## src/common/l2ctl_pkg.sv

```systemverilog
// Shared constants, types and helpers of the L2 pin controller
package l2ctl_pkg;
  localparam int ADDR_W = 8;
  localparam int DATA_W = 32;
  localparam int DLY_W = 3;
  localparam int HCNT_W = 16;
  localparam int WE_N = 3;
  localparam logic [ADDR_W-1:0] CFG_OFS = 8'h00;
  localparam logic [ADDR_W-1:0] STAT_OFS = 8'h04;
  localparam logic [ADDR_W-1:0] HCNT_OFS = 8'h08;
  // Remaining tag output enable cycles after the first one
  localparam logic [1:0] TOE_EXTRA_SHORT = 2'h1;
  localparam logic [1:0] TOE_EXTRA_LONG = 2'h2;
  localparam logic [3:0] AGE_MAX = 4'hF;
  // Bit 0 upward: hit polarity, delay, tag read length, status polarity,
  // quick evict, keep driving, external controller mode
  typedef struct packed {
    logic ext_mode;
    logic tag_status_keep;
    logic quick_evict_mode;
    logic status_bit_polarity;
    logic tag_read_pulse_len;
    logic [DLY_W-1:0] lookup_delay_count;
    logic lookup_match_polarity;
  } l2ctl_cfg_t;
  localparam int CFG_W = $bits(l2ctl_cfg_t);
  localparam logic [CFG_W-1:0] CFG_RST = 9'h000;
  typedef enum logic [3:0] {
    L2C_IDLE = 4'h1,
    L2C_READ = 4'h2,
    L2C_WRITE = 4'h4,
    L2C_HOLD = 4'h8
  } l2ctl_tag_st_t;
  // Maps a logical level to a pin level; hi set means active high
  function automatic logic apply_pol(input logic v, input logic hi);
    apply_pol = hi ? v : !v;
  endfunction : apply_pol
endpackage : l2ctl_pkg

```

## src/common/l2ctl_if.sv

```systemverilog
// Signals shared by the top and its hit sampler and tag sequencer
`timescale 1ns/1ps
interface l2ctl_if;
  l2ctl_pkg::l2ctl_cfg_t cfg;
  logic ts;
  logic aphase_end;
  logic match_in;
  logic hit_valid;
  logic hit;
  logic claim;
  logic tag_rd;
  logic tag_wr;
  logic wr_valid;
  logic wr_dirty;
  logic toe_n;
  logic twe_n;
  logic tv_o;
  logic tv_oe;
  logic dirty_o;
  logic tag_busy;
  modport top (output cfg, ts, aphase_end, match_in, tag_rd, tag_wr,
    wr_valid, wr_dirty, input hit_valid, hit, claim, toe_n, twe_n,
    tv_o, tv_oe, dirty_o, tag_busy);
  modport smp (input cfg, ts, aphase_end, match_in,
    output hit_valid, hit, claim);
  modport tag (input cfg, tag_rd, tag_wr, wr_valid, wr_dirty,
    output toe_n, twe_n, tv_o, tv_oe, dirty_o, tag_busy);
endinterface : l2ctl_if

```

## src/design/l2ctl_hit_sampler.sv

```systemverilog
// Samples the lookup-match input a programmed delay after transfer start
`timescale 1ns/1ps
module l2ctl_hit_sampler (
  input wire logic clk,
  input wire logic resetn,
  l2ctl_if.smp bus
);
  typedef struct packed {
    logic [l2ctl_pkg::DLY_W-1:0] cnt;
    logic armed;
    logic hit_valid;
    logic hit;
    logic claim;
    logic [3:0] age;
  } l2ctl_smp_t;
  l2ctl_smp_t s;
  l2ctl_smp_t next_s;
  logic lvl;

  // External controller always drives match active low
  assign lvl = bus.cfg.ext_mode ? !bus.match_in :
    l2ctl_pkg::apply_pol(bus.match_in,
    bus.cfg.lookup_match_polarity);

  always_comb
  begin
    next_s = s;
    next_s.hit_valid = 1'b0;
    if (s.age != l2ctl_pkg::AGE_MAX)
      next_s.age = s.age + 4'h1;
    if (bus.ts)
    begin
      next_s.age = 4'h1;
      next_s.cnt = bus.cfg.lookup_delay_count;
      next_s.armed = (bus.cfg.lookup_delay_count != '0);
      if (bus.cfg.lookup_delay_count == '0)
      begin
        next_s.hit_valid = 1'b1;
        next_s.hit = lvl;
        next_s.claim = bus.cfg.ext_mode && lvl;
      end
    end
    else if (s.armed)
    begin
      next_s.cnt = s.cnt - 1'b1;
      // Input is only valid until the address phase ends
      if (bus.aphase_end && s.cnt != 1)
        next_s.armed = 1'b0;
      else if (s.cnt == 1)
      begin
        next_s.armed = 1'b0;
        next_s.hit_valid = 1'b1;
        next_s.hit = lvl;
        next_s.claim = bus.cfg.ext_mode && lvl;
      end
    end
  end

  always_ff @(posedge clk or negedge resetn)
  begin
    if (!resetn)
      s <= '0;
    else
      s <= next_s;
  end

  assign bus.hit_valid = s.hit_valid;
  assign bus.hit = s.hit;
  assign bus.claim = s.claim;
endmodule : l2ctl_hit_sampler

```

## src/design/l2ctl_tag_seq.sv

```systemverilog
// Tag RAM read and write pulse sequencer
`timescale 1ns/1ps
module l2ctl_tag_seq (
  input wire logic clk,
  input wire logic resetn,
  l2ctl_if.tag bus
);
  typedef struct packed {
    l2ctl_pkg::l2ctl_tag_st_t st;
    logic [1:0] cnt;
    logic toe_n;
    logic twe_n;
    logic tv_o;
    logic tv_oe;
    logic dirty_o;
  } l2ctl_tag_t;
  l2ctl_tag_t s;
  l2ctl_tag_t next_s;
  logic pol;
  logic rd_drive;

  assign pol = bus.cfg.status_bit_polarity;
  // Float during tag reads only for quick evict without keep
  assign rd_drive = bus.cfg.tag_status_keep ||
    !bus.cfg.quick_evict_mode;

  always_comb
  begin
    next_s = s;
    case (s.st)
      l2ctl_pkg::L2C_IDLE:
      begin
        next_s.tv_oe = 1'b1;
        if (bus.tag_wr && !bus.cfg.ext_mode)
        begin
          next_s.st = l2ctl_pkg::L2C_WRITE;
          next_s.twe_n = 1'b0;
          next_s.tv_o = l2ctl_pkg::apply_pol(bus.wr_valid, pol);
          next_s.dirty_o = l2ctl_pkg::apply_pol(bus.wr_dirty, pol);
        end
        else if (bus.tag_rd && !bus.cfg.ext_mode)
        begin
          next_s.st = l2ctl_pkg::L2C_READ;
          next_s.toe_n = 1'b0;
          next_s.cnt = bus.cfg.tag_read_pulse_len ?
            l2ctl_pkg::TOE_EXTRA_LONG : l2ctl_pkg::TOE_EXTRA_SHORT;
          next_s.tv_oe = rd_drive;
        end
      end
      l2ctl_pkg::L2C_READ:
      begin
        // The count holds the enable cycles still owed after the first
        if (s.cnt == 2'h0)
        begin
          next_s.st = l2ctl_pkg::L2C_IDLE;
          next_s.toe_n = 1'b1;
          next_s.tv_oe = 1'b1;
        end
        else
          next_s.cnt = s.cnt - 2'h1;
      end
      l2ctl_pkg::L2C_WRITE:
      begin
        next_s.st = l2ctl_pkg::L2C_HOLD;
        next_s.twe_n = 1'b1;
      end
      l2ctl_pkg::L2C_HOLD: next_s.st = l2ctl_pkg::L2C_IDLE;
      default:
      begin
        next_s = '0;
        next_s.st = l2ctl_pkg::L2C_IDLE;
        next_s.toe_n = 1'b1;
        next_s.twe_n = 1'b1;
      end
    endcase
  end

  always_ff @(posedge clk or negedge resetn)
  begin
    if (!resetn)
    begin
      s <= '0;
      s.st <= l2ctl_pkg::L2C_IDLE;
      s.toe_n <= 1'b1;
      s.twe_n <= 1'b1;
      s.tv_oe <= 1'b1;
    end
    else
      s <= next_s;
  end

  assign bus.toe_n = s.toe_n;
  assign bus.twe_n = s.twe_n;
  assign bus.tv_o = s.tv_o;
  assign bus.tv_oe = s.tv_oe;
  assign bus.dirty_o = s.dirty_o;
  assign bus.tag_busy = (s.st != l2ctl_pkg::L2C_IDLE);
endmodule : l2ctl_tag_seq

```

## src/design/l2ctl_top.sv

```systemverilog
// L2 cache SRAM pin control and external controller grants, APB slave
//
// Local design decisions: the APB register port and the placing of the registers.
`timescale 1ns/1ps
module l2ctl_top (
  input wire logic CLK,
  input wire logic RESETN,
  input wire logic PSEL,
  input wire logic PENABLE,
  input wire logic PWRITE,
  input wire logic [l2ctl_pkg::ADDR_W-1:0] PADDR,
  input wire logic [l2ctl_pkg::DATA_W-1:0] PWDATA,
  output logic [l2ctl_pkg::DATA_W-1:0] PRDATA,
  output logic PREADY,
  output logic PSLVERR,
  input wire logic TRANSFER_START,
  input wire logic ADDR_PHASE_ACK,
  input wire logic LOOKUP_MATCH,
  input wire logic RAM_RD_REQ,
  input wire logic RAM_WR_REQ,
  input wire logic TAG_RD_REQ,
  input wire logic TAG_WR_REQ,
  input wire logic TAG_WR_VALID,
  input wire logic TAG_WR_DIRTY,
  input wire logic ADDR_BUS_FREE,
  input wire logic DATA_BUS_IDLE,
  input wire logic EXT_DATA_TOP,
  input wire logic EXT_CACHE_REQUEST_N,
  output logic L2_RAM_OUTPUT_EN_N,
  output logic [l2ctl_pkg::WE_N-1:0] L2_RAM_WRITE_EN_N,
  output logic TAG_RAM_OUTPUT_EN_N,
  output logic TAG_WRITE_EN_N,
  output logic TAG_VALID_BIT_O,
  output logic TAG_VALID_BIT_OE,
  output logic LINE_MODIFIED,
  output logic EXT_CACHE_ADDR_GRANT_N,
  output logic EXT_CACHE_XFER_GRANT_N,
  output logic L2_HIT_VALID,
  output logic L2_HIT,
  output logic EXT_CLAIM
);
  typedef struct packed {
    l2ctl_pkg::l2ctl_cfg_t cfg;
    logic [l2ctl_pkg::DATA_W-1:0] prdata;
    logic pready;
    logic pslverr;
    logic doe_n;
    logic [l2ctl_pkg::WE_N-1:0] dwe_n;
    logic agrant_n;
    logic accepted;
    logic xgrant_n;
    logic xdone;
    logic [l2ctl_pkg::HCNT_W-1:0] hcnt;
  } l2ctl_top_t;

  l2ctl_top_t s;
  l2ctl_top_t next_s;
  l2ctl_if lif ();
  logic setup;
  logic wr_take;
  logic ext;
  logic req;

  function automatic logic mapped(
    input logic [l2ctl_pkg::ADDR_W-1:0] a);
    mapped = (a == l2ctl_pkg::CFG_OFS) ||
      (a == l2ctl_pkg::STAT_OFS) || (a == l2ctl_pkg::HCNT_OFS);
  endfunction : mapped

  assign setup = PSEL && !PENABLE;
  assign wr_take = PSEL && PENABLE && s.pready && PWRITE;
  assign ext = s.cfg.ext_mode;
  assign req = !EXT_CACHE_REQUEST_N;

  assign lif.cfg = s.cfg;
  assign lif.ts = TRANSFER_START;
  assign lif.aphase_end = ADDR_PHASE_ACK;
  assign lif.match_in = LOOKUP_MATCH;
  assign lif.tag_rd = TAG_RD_REQ;
  assign lif.tag_wr = TAG_WR_REQ;
  assign lif.wr_valid = TAG_WR_VALID;
  assign lif.wr_dirty = TAG_WR_DIRTY;

  l2ctl_hit_sampler u_smp (
    .clk(CLK),
    .resetn(RESETN),
    .bus(lif.smp)
  );

  l2ctl_tag_seq u_tag (
    .clk(CLK),
    .resetn(RESETN),
    .bus(lif.tag)
  );

  always_comb
  begin
    next_s = s;
    // Zero wait state: answer is prepared in the setup cycle
    next_s.pready = setup;
    next_s.pslverr = 1'b0;
    if (setup)
    begin
      next_s.prdata = '0;
      if (!mapped(PADDR))
        next_s.pslverr = 1'b1;
      else if (PWRITE && PADDR != l2ctl_pkg::CFG_OFS)
        next_s.pslverr = 1'b1;
      else if (!PWRITE)
      begin
        case (PADDR)
          l2ctl_pkg::CFG_OFS:
            next_s.prdata[l2ctl_pkg::CFG_W-1:0] = s.cfg;
          l2ctl_pkg::STAT_OFS:
            next_s.prdata[6:0] = {lif.tag_busy, s.xdone, s.accepted,
              !s.xgrant_n, !s.agrant_n, lif.claim, lif.hit};
          l2ctl_pkg::HCNT_OFS:
            next_s.prdata[l2ctl_pkg::HCNT_W-1:0] = s.hcnt;
          default: next_s.prdata = '0;
        endcase
      end
    end
    if (wr_take && PADDR == l2ctl_pkg::CFG_OFS)
      next_s.cfg = PWDATA[l2ctl_pkg::CFG_W-1:0];

    if (lif.hit_valid && lif.hit)
      next_s.hcnt = s.hcnt + 1'b1;

    // Write wins so the RAMs never drive against our write data
    next_s.doe_n = !(RAM_RD_REQ && !RAM_WR_REQ && !ext);
    next_s.dwe_n = {l2ctl_pkg::WE_N{!(RAM_WR_REQ && !ext)}};

    // Grant pins only act in external controller mode
    if (!ext)
    begin
      next_s.agrant_n = 1'b1;
      next_s.accepted = 1'b0;
    end
    else if (!s.agrant_n && TRANSFER_START)
    begin
      // Grant used: withhold until the request is seen inactive
      next_s.agrant_n = 1'b1;
      next_s.accepted = 1'b1;
    end
    else if (s.accepted)
    begin
      next_s.agrant_n = 1'b1;
      if (!req)
        next_s.accepted = 1'b0;
    end
    else
      next_s.agrant_n = !(req && ADDR_BUS_FREE);

    if (!ext || !EXT_DATA_TOP)
      next_s.xdone = 1'b0;
    if (ext && DATA_BUS_IDLE && EXT_DATA_TOP && s.xgrant_n && !s.xdone)
    begin
      next_s.xgrant_n = 1'b0;
      next_s.xdone = 1'b1;
    end
    else
      next_s.xgrant_n = 1'b1;
  end

  always_ff @(posedge CLK or negedge RESETN)
  begin
    if (!RESETN)
    begin
      s <= '0;
      s.cfg <= l2ctl_pkg::CFG_RST;
      s.doe_n <= 1'b1;
      s.dwe_n <= '1;
      s.agrant_n <= 1'b1;
      s.xgrant_n <= 1'b1;
    end
    else
      s <= next_s;
  end

  assign PRDATA = s.prdata;
  assign PREADY = s.pready;
  assign PSLVERR = s.pslverr;
  assign L2_RAM_OUTPUT_EN_N = s.doe_n;
  assign L2_RAM_WRITE_EN_N = s.dwe_n;
  assign TAG_RAM_OUTPUT_EN_N = lif.toe_n;
  assign TAG_WRITE_EN_N = lif.twe_n;
  assign TAG_VALID_BIT_O = lif.tv_o;
  assign TAG_VALID_BIT_OE = lif.tv_oe;
  assign LINE_MODIFIED = lif.dirty_o;
  assign EXT_CACHE_ADDR_GRANT_N = s.agrant_n;
  assign EXT_CACHE_XFER_GRANT_N = s.xgrant_n;
  assign L2_HIT_VALID = lif.hit_valid;
  assign L2_HIT = lif.hit;
  assign EXT_CLAIM = lif.claim;
endmodule : l2ctl_top

```

## config.mk

```make
export PLATFORM = sky130hd
export DESIGN_NAME = l2ctl_top
export DESIGN_NICKNAME = d
export VERILOG_FILES = /design/src/common/l2ctl_pkg.sv /design/src/common/l2ctl_if.sv /design/src/design/l2ctl_hit_sampler.sv /design/src/design/l2ctl_tag_seq.sv /design/src/design/l2ctl_top.sv
export SDC_FILE = /design/constraint.sdc
export NUM_CORES = 1
export LEC_CHECK = 0
export BUFFER_PORTS_ARGS = -buffer_cell sky130_fd_sc_hd__buf_2
export CORE_MARGIN = 3
export CORE_UTILIZATION = 55
export DETAILED_ROUTE_END_ITERATION = 8
export MAX_ROUTING_LAYER = met4
export PLACE_DENSITY = 0.85
export RECOVER_POWER = 25
export SLEW_MARGIN = 20
export SYNTH_ARGS = -nofsm -noshare
export SYNTH_HDL_FRONTEND = slang
export SYNTH_SLANG_ARGS = --single-unit
export TNS_END_PERCENT = 50
```

## constraint.sdc

```tcl
create_clock -name CLK -period 4.8 [get_ports CLK]
set_clock_uncertainty 0.05 [all_clocks]
set_input_delay 0.72 -clock CLK [delete_from_list [all_inputs] [get_ports CLK]]
set_output_delay 0.72 -clock CLK [all_outputs]
set_load 0.03 [all_outputs]
```

[After elaboration in Yosys (flattened, before gate mapping)]
Index checks and enable logic that the tools add are counted.
Word-level totals
  output and inout bits: 48
  latch bits: 0
  memory bits (read-only): 0
  logic and storage cells: 153
  register bits after elaboration: 83
  input bits: 58
  memories kept: 0
  bits in writable memories: 0
Cells by class
  $mul: 0
  eq/ne operators: 17
  multiplexer cells: 44
  divide/modulo/power cells: 0
  $lt $le $gt $ge: 0
  $add $sub $neg: 3
  bitwise gates (word level): 3
  shift operators: 0
  reduce and logical (&&, ||, !) cells: 57
Operators by type and width (number)
  16-bit 2-to-1 mux: 3
  7-bit 2-to-1 mux: 4
  7-bit one-hot mux with 3 select lines: 1
  1-bit logical AND: 20
  1-bit 2-to-1 mux: 18
  16-bit by 1-bit adder with 16-bit output, second input constant: 1
  1-bit logical NOT: 15
  4-bit 2-to-1 mux: 3
  4-bit one-hot mux with 3 select lines: 1
  4-bit AND reduction: 3
  2-bit 2-to-1 mux: 5
  3-bit 2-to-1 mux: 3
  3-bit one-hot mux with 3 select lines: 1
  8-bit by 3-bit equality test with 1-bit output, second input constant: 1
  8-bit by 4-bit equality test with 1-bit output, second input constant: 1
  8-bit logical NOT: 1
  2-bit by 1-bit inequality test with 1-bit output, second input constant: 4
  2-bit AND reduction: 4
  8-bit nonzero test: 1
  2-bit inequality test, second input constant: 3
  3-bit by 1-bit inequality test with 1-bit output, second input constant: 2
  1-bit one-hot mux with 2 select lines: 3
  2-bit nonzero test: 3
  4-bit by 1-bit equality test with 1-bit output, second input constant: 1
  other kinds (16): 22

[Longest topological paths before layout]
  word-level depth: 8
  gate-level depth with buffers: 6
  gate-level depth less buffers: 6

[Modules after synthesis]
Synthesis repeated with hierarchy kept, for this count alone.
Unflattened totals
  cells, all modules: 325
  area, all modules: 3542.1 um^2
By module, submodules not included
  l2ctl_top: area each 2417.3 um^2, cells each 213, times used 1, sequential area each 1231.2 um^2
  l2ctl_tag_seq: area each 750.7 um^2, cells each 78, times used 1, sequential area each 280.3 um^2
  l2ctl_hit_sampler: area each 374.1 um^2, cells each 34, times used 1, sequential area each 175.2 um^2

[Worst setup path before layout]
OpenSTA, ideal clock, no wires.
  path type: input to register
  start: input port PADDR[5] (netlist bit)
  end: register, netlist name ext
  setup slack: 2774 ps
  data required time: 4625 ps
  path buffers: 0
  library setup time: 125 ps
  stages on the path: 4
  arrival: 1851 ps
  cells stage by stage: nor4_1 > nand2_1 > nor3_4 > mux2_2
Between the ends
  longest elaborated chain between the ends: 2
Ends and longest elaborated chain
  start: declaration: line l2ctl_top.sv:11  | input wire logic [l2ctl_pkg::ADDR_W-1:0] PADDR,
  8-bit logical NOT: line l2ctl_top.sv:123  | if (wr_take && PADDR == l2ctl_pkg::CFG_OFS)
  1-bit logical AND: line l2ctl_top.sv:123
No other way between the ends.
A chain may end at the register's enable or synchronous reset.

[Final worst setup path]
  start: input port PENABLE
  end: register s, in the netlist PRDATA[11]
Between the ends
  longest elaborated chain between the ends: 2
Ends and longest elaborated chain
  start: declaration: line l2ctl_top.sv:9  | input wire logic PENABLE,
  1-bit logical NOT: line l2ctl_top.sv:70  | assign setup = PSEL && !PENABLE;
  1-bit logical AND: line l2ctl_top.sv:70
  end signal: assignment: line l2ctl_top.sv:177  | s <= next_s;
  end: declaration: line l2ctl_top.sv:56  | l2ctl_top_t s;
No other way between the ends.

==> out/results.ini <==
[outcome]
status=complete, no violations

[placement]
pre_cts_ws_ps=1980
dp_cells=446
place.detailed.hpwl_um=4930
gp_congestion=0.809
port_buffers=66

[finish]
finalCoreUtilization_pct=62.8
fin_nets=444
antennaDiodeCount=0
drive_gt1_share_pct=26.4
area.sequential_mm2=0.00169
area_delta_synth_final_pct=9.26
fill_cells=506
stdcell_count=461
multi_input_area_mm2=0.00143

[worst_setup_path]
crit_slowest_cell=nor4bb_1
crit_buf_inv=1
cpPeakStageDelay_ps=850
arrival_ps=2670
cpLargestDelayFamily=simple AND/OR/NAND/NOR gates
worstPathRequired_ps=5030
path_max_fanout=27
setup.worst_path.end_class=flip-flop
critPathLaunchType=input pin
cp_cell_sequence=buf_2 -> nand2b_1 -> nor2_1 -> nor4bb_1 -> a22o_1
path_class=input pin to flip-flop

[timing]
worstMarginPinSlew_ps=1050
fin_crit_sh_pct=50.9
setup_ws_ps=2360
whs_ps=419
max_slew_margin_pct=28.9
fmax_mhz=409
setup_violations=0
hold_viol_final=0
final.setup.tns_ps=0
fin_crit_ps=2440
finalMaxSlewViolations=0
rsz0062_at_grt=no

[synthesis]
ys_ff_latch=67
netlist.area_leader.share_pct=42.9
seq_area_frac_synth_pct=49.0
yosys.area.top_type=dfrtp_1
synthCells=339
synth_edf_count=0
ys_warn_count=0
avgSynthCellArea_um2=10.2
async_flop_share_pct=100
synth_flop_cell=dfrtp_1
ys_types=48
netlist_top_cells_area=dfrtp_1 (43%), buf_4 (7.8%), dfstp_2 (6.1%), nand2_1 (3.8%), mux2_2 (3.3%)
synth_area_mm2=0.00344

[clocking]
postCtsSetupBuffers=0
clock_sinks=67
clock_latency_ps=350
cts_tree=built
cts_buffer_depth=2
clockRootBuffer=clkbuf_8
cts_hold_buf=0
clk_pin_slew_worst_paths_ps=70
cts_buffers=9
cts_resized=0
cts.htree.levels=3

[die]
initial_utilization_pct=57.5
die_area_mm2=0.00725
io-pin-count=106
row_count=28
die_w_um=85.1
fp.coreArea_mm2=0.00599
die_h_um=85.1

[drt]
routedWlPerCell_um=14.3
drc=0
drt_iter0_drc=137
via_per_inst=5.27
routed_wl_um=6600
antenna_left=0
vias=2431
first_pass_iters=4

[grt]
grt_first_pass_wirelength_um=11000
grt_use_total_pct=19.9
grt_max_degree=68
grt-ovfl-total=0
grt_pass1_vias=2408
antenna_found_initial=0

[flow_run]
cap_violations=0

[pwr]
pwr_density_cell_mw_per_mm2=389
p_leak_nw=1.86
irDropWorstVdd_mv=0.246

[hold_path]
min_path_type=flip-flop to flip-flop

kinds of logic after synthesis:
| group | after synthesis | share of synthesized area, % |
|---|---|---|
| fa+ha+maj | 5 | 1.74 |
| mux | 21 | 6.47 |
| compound gates | 54 | 10.6 |
| simple gates | 104 | 15.5 |
| xor+xnor | 21 | 5.34 |
| buf+inv | 66 | 11.3 |
| flops | 67 | 49.0 |
| other cells | 1 | 0.109 |
synthesized netlist by cell type, types with 2 or more instances:
| library cell | number |
|---|---|
| dfstp_2 | 8 |
| o31ai_1 | 8 |
| nor3_4 | 2 |
| xnor2_1 | 12 |
| ha_1 | 4 |
| mux2i_1 | 11 |
| mux2_2 | 10 |
| inv_1 | 16 |
| and4_1 | 2 |
| nor2_1 | 24 |
| o22ai_1 | 3 |
| nor2b_1 | 4 |
| nand2_1 | 35 |
| xor2_1 | 9 |
| buf_4 | 36 |
| buf_2 | 5 |
| a21oi_1 | 11 |
| nand2b_1 | 7 |
| nor3b_1 | 2 |
| nand4_1 | 3 |
| or4_1 | 2 |
| dfrtp_1 | 59 |
| or3_1 | 4 |
| o21ai_0 | 12 |
| o21bai_1 | 2 |
| clkbuf_1 | 9 |
| nand3_1 | 6 |
| o22a_1 | 3 |
| nor3_1 | 5 |
| a22o_1 | 7 |
final timing paths:
kind                                      endpoint  slack, ps                    from  cells past startpoint
max                         PRDATA[11]$_DFFE_PN0P_       2360                 PENABLE                      5
min                              s[15]$_DFFE_PN0P_        420       s[15]$_DFFE_PN0P_                      1
max reg2reg                 u_tag.s[5]$_DFFE_PN0P_       2840  u_tag.s[7]$_DFFE_PN1P_                      3
min reg2reg                      s[15]$_DFFE_PN0P_        420       s[15]$_DFFE_PN0P_                      1
max in group asynchronous   PRDATA[13]$_DFFE_PN0P_       3660                  RESETN                      2
min in group asynchronous  u_smp.s[10]$_DFFE_PN0P_        510                  RESETN                      2
area by class of cell:
class                   instances  area share (%)
repair buffers                 67            8.98
inverters                      16            1.60
flip-flops and latches         67            44.8
multi-input cells             221            37.9
well taps                      75            2.49
clock buffers                  12            3.86
clock inverters                 3           0.399
power breakdown:
group / switching, W / leakage (nW) / internal, W
sequential: 0.0000703 / 0.887 / 0.000635
combinational: 0.000217 / 0.885 / 0.000141
clock: 0.000204 / 0.0860 / 0.000196
stage by stage:
stage | instance area (um2) | power [W]
2_1_floorplan | 3500 | 0.000993
3_3_place_gp | 3600 | 0.00106
3_5_place_dp | 3600 | 0.00108
4_1_cts | 3760 | 0.00148
5_1_grt | 3760 | 0.00155
6_report | 3760 | 0.00146
layout by cell type, fill, tap and decap left out, types with 2 or more instances in the layout:
cell / n
clkinv_2: 3
or4_1: 2
clkbuf_8: 10
o22a_1: 3
ha_1: 4
o22ai_1: 3
nand3_1: 6
o31ai_1: 8
nor2b_1: 4
a22o_1: 7
and4_1: 2
nand4_1: 3
nor2_1: 24
xor2_1: 9
or3_1: 4
inv_1: 16
clkbuf_1: 2
buf_2: 66
dfstp_1: 2
nor3_4: 2
mux2_2: 10
mux2i_1: 11
dfrtp_1: 59
nand2b_1: 7
xnor2_1: 12
a21oi_1: 11
nor3b_1: 2
o21bai_1: 2
nor3_1: 5
nand2_1: 35
o21ai_0: 12
conb_1: 16
dfstp_2: 6
state kept, by name, summed over array words and instances, names as in the netlist, 4 cells and up:
signal,cells
lif.cfg,8
u_smp.s,4
PRDATA,16
u_tag.s,6
s,18
metal layers:
layer  share of wire [%]  vias to the layer above  global-route usage (%)
met2                  47                       71                    30.5
met5                   0                        -                       -
met4                 2.3                        0                    8.78
met1                  45                     1165                    25.9
li1                    -                     1182                       -
met3                 5.5                       13                    3.88
No activity file was read; power rests on OpenSTA's default activity.
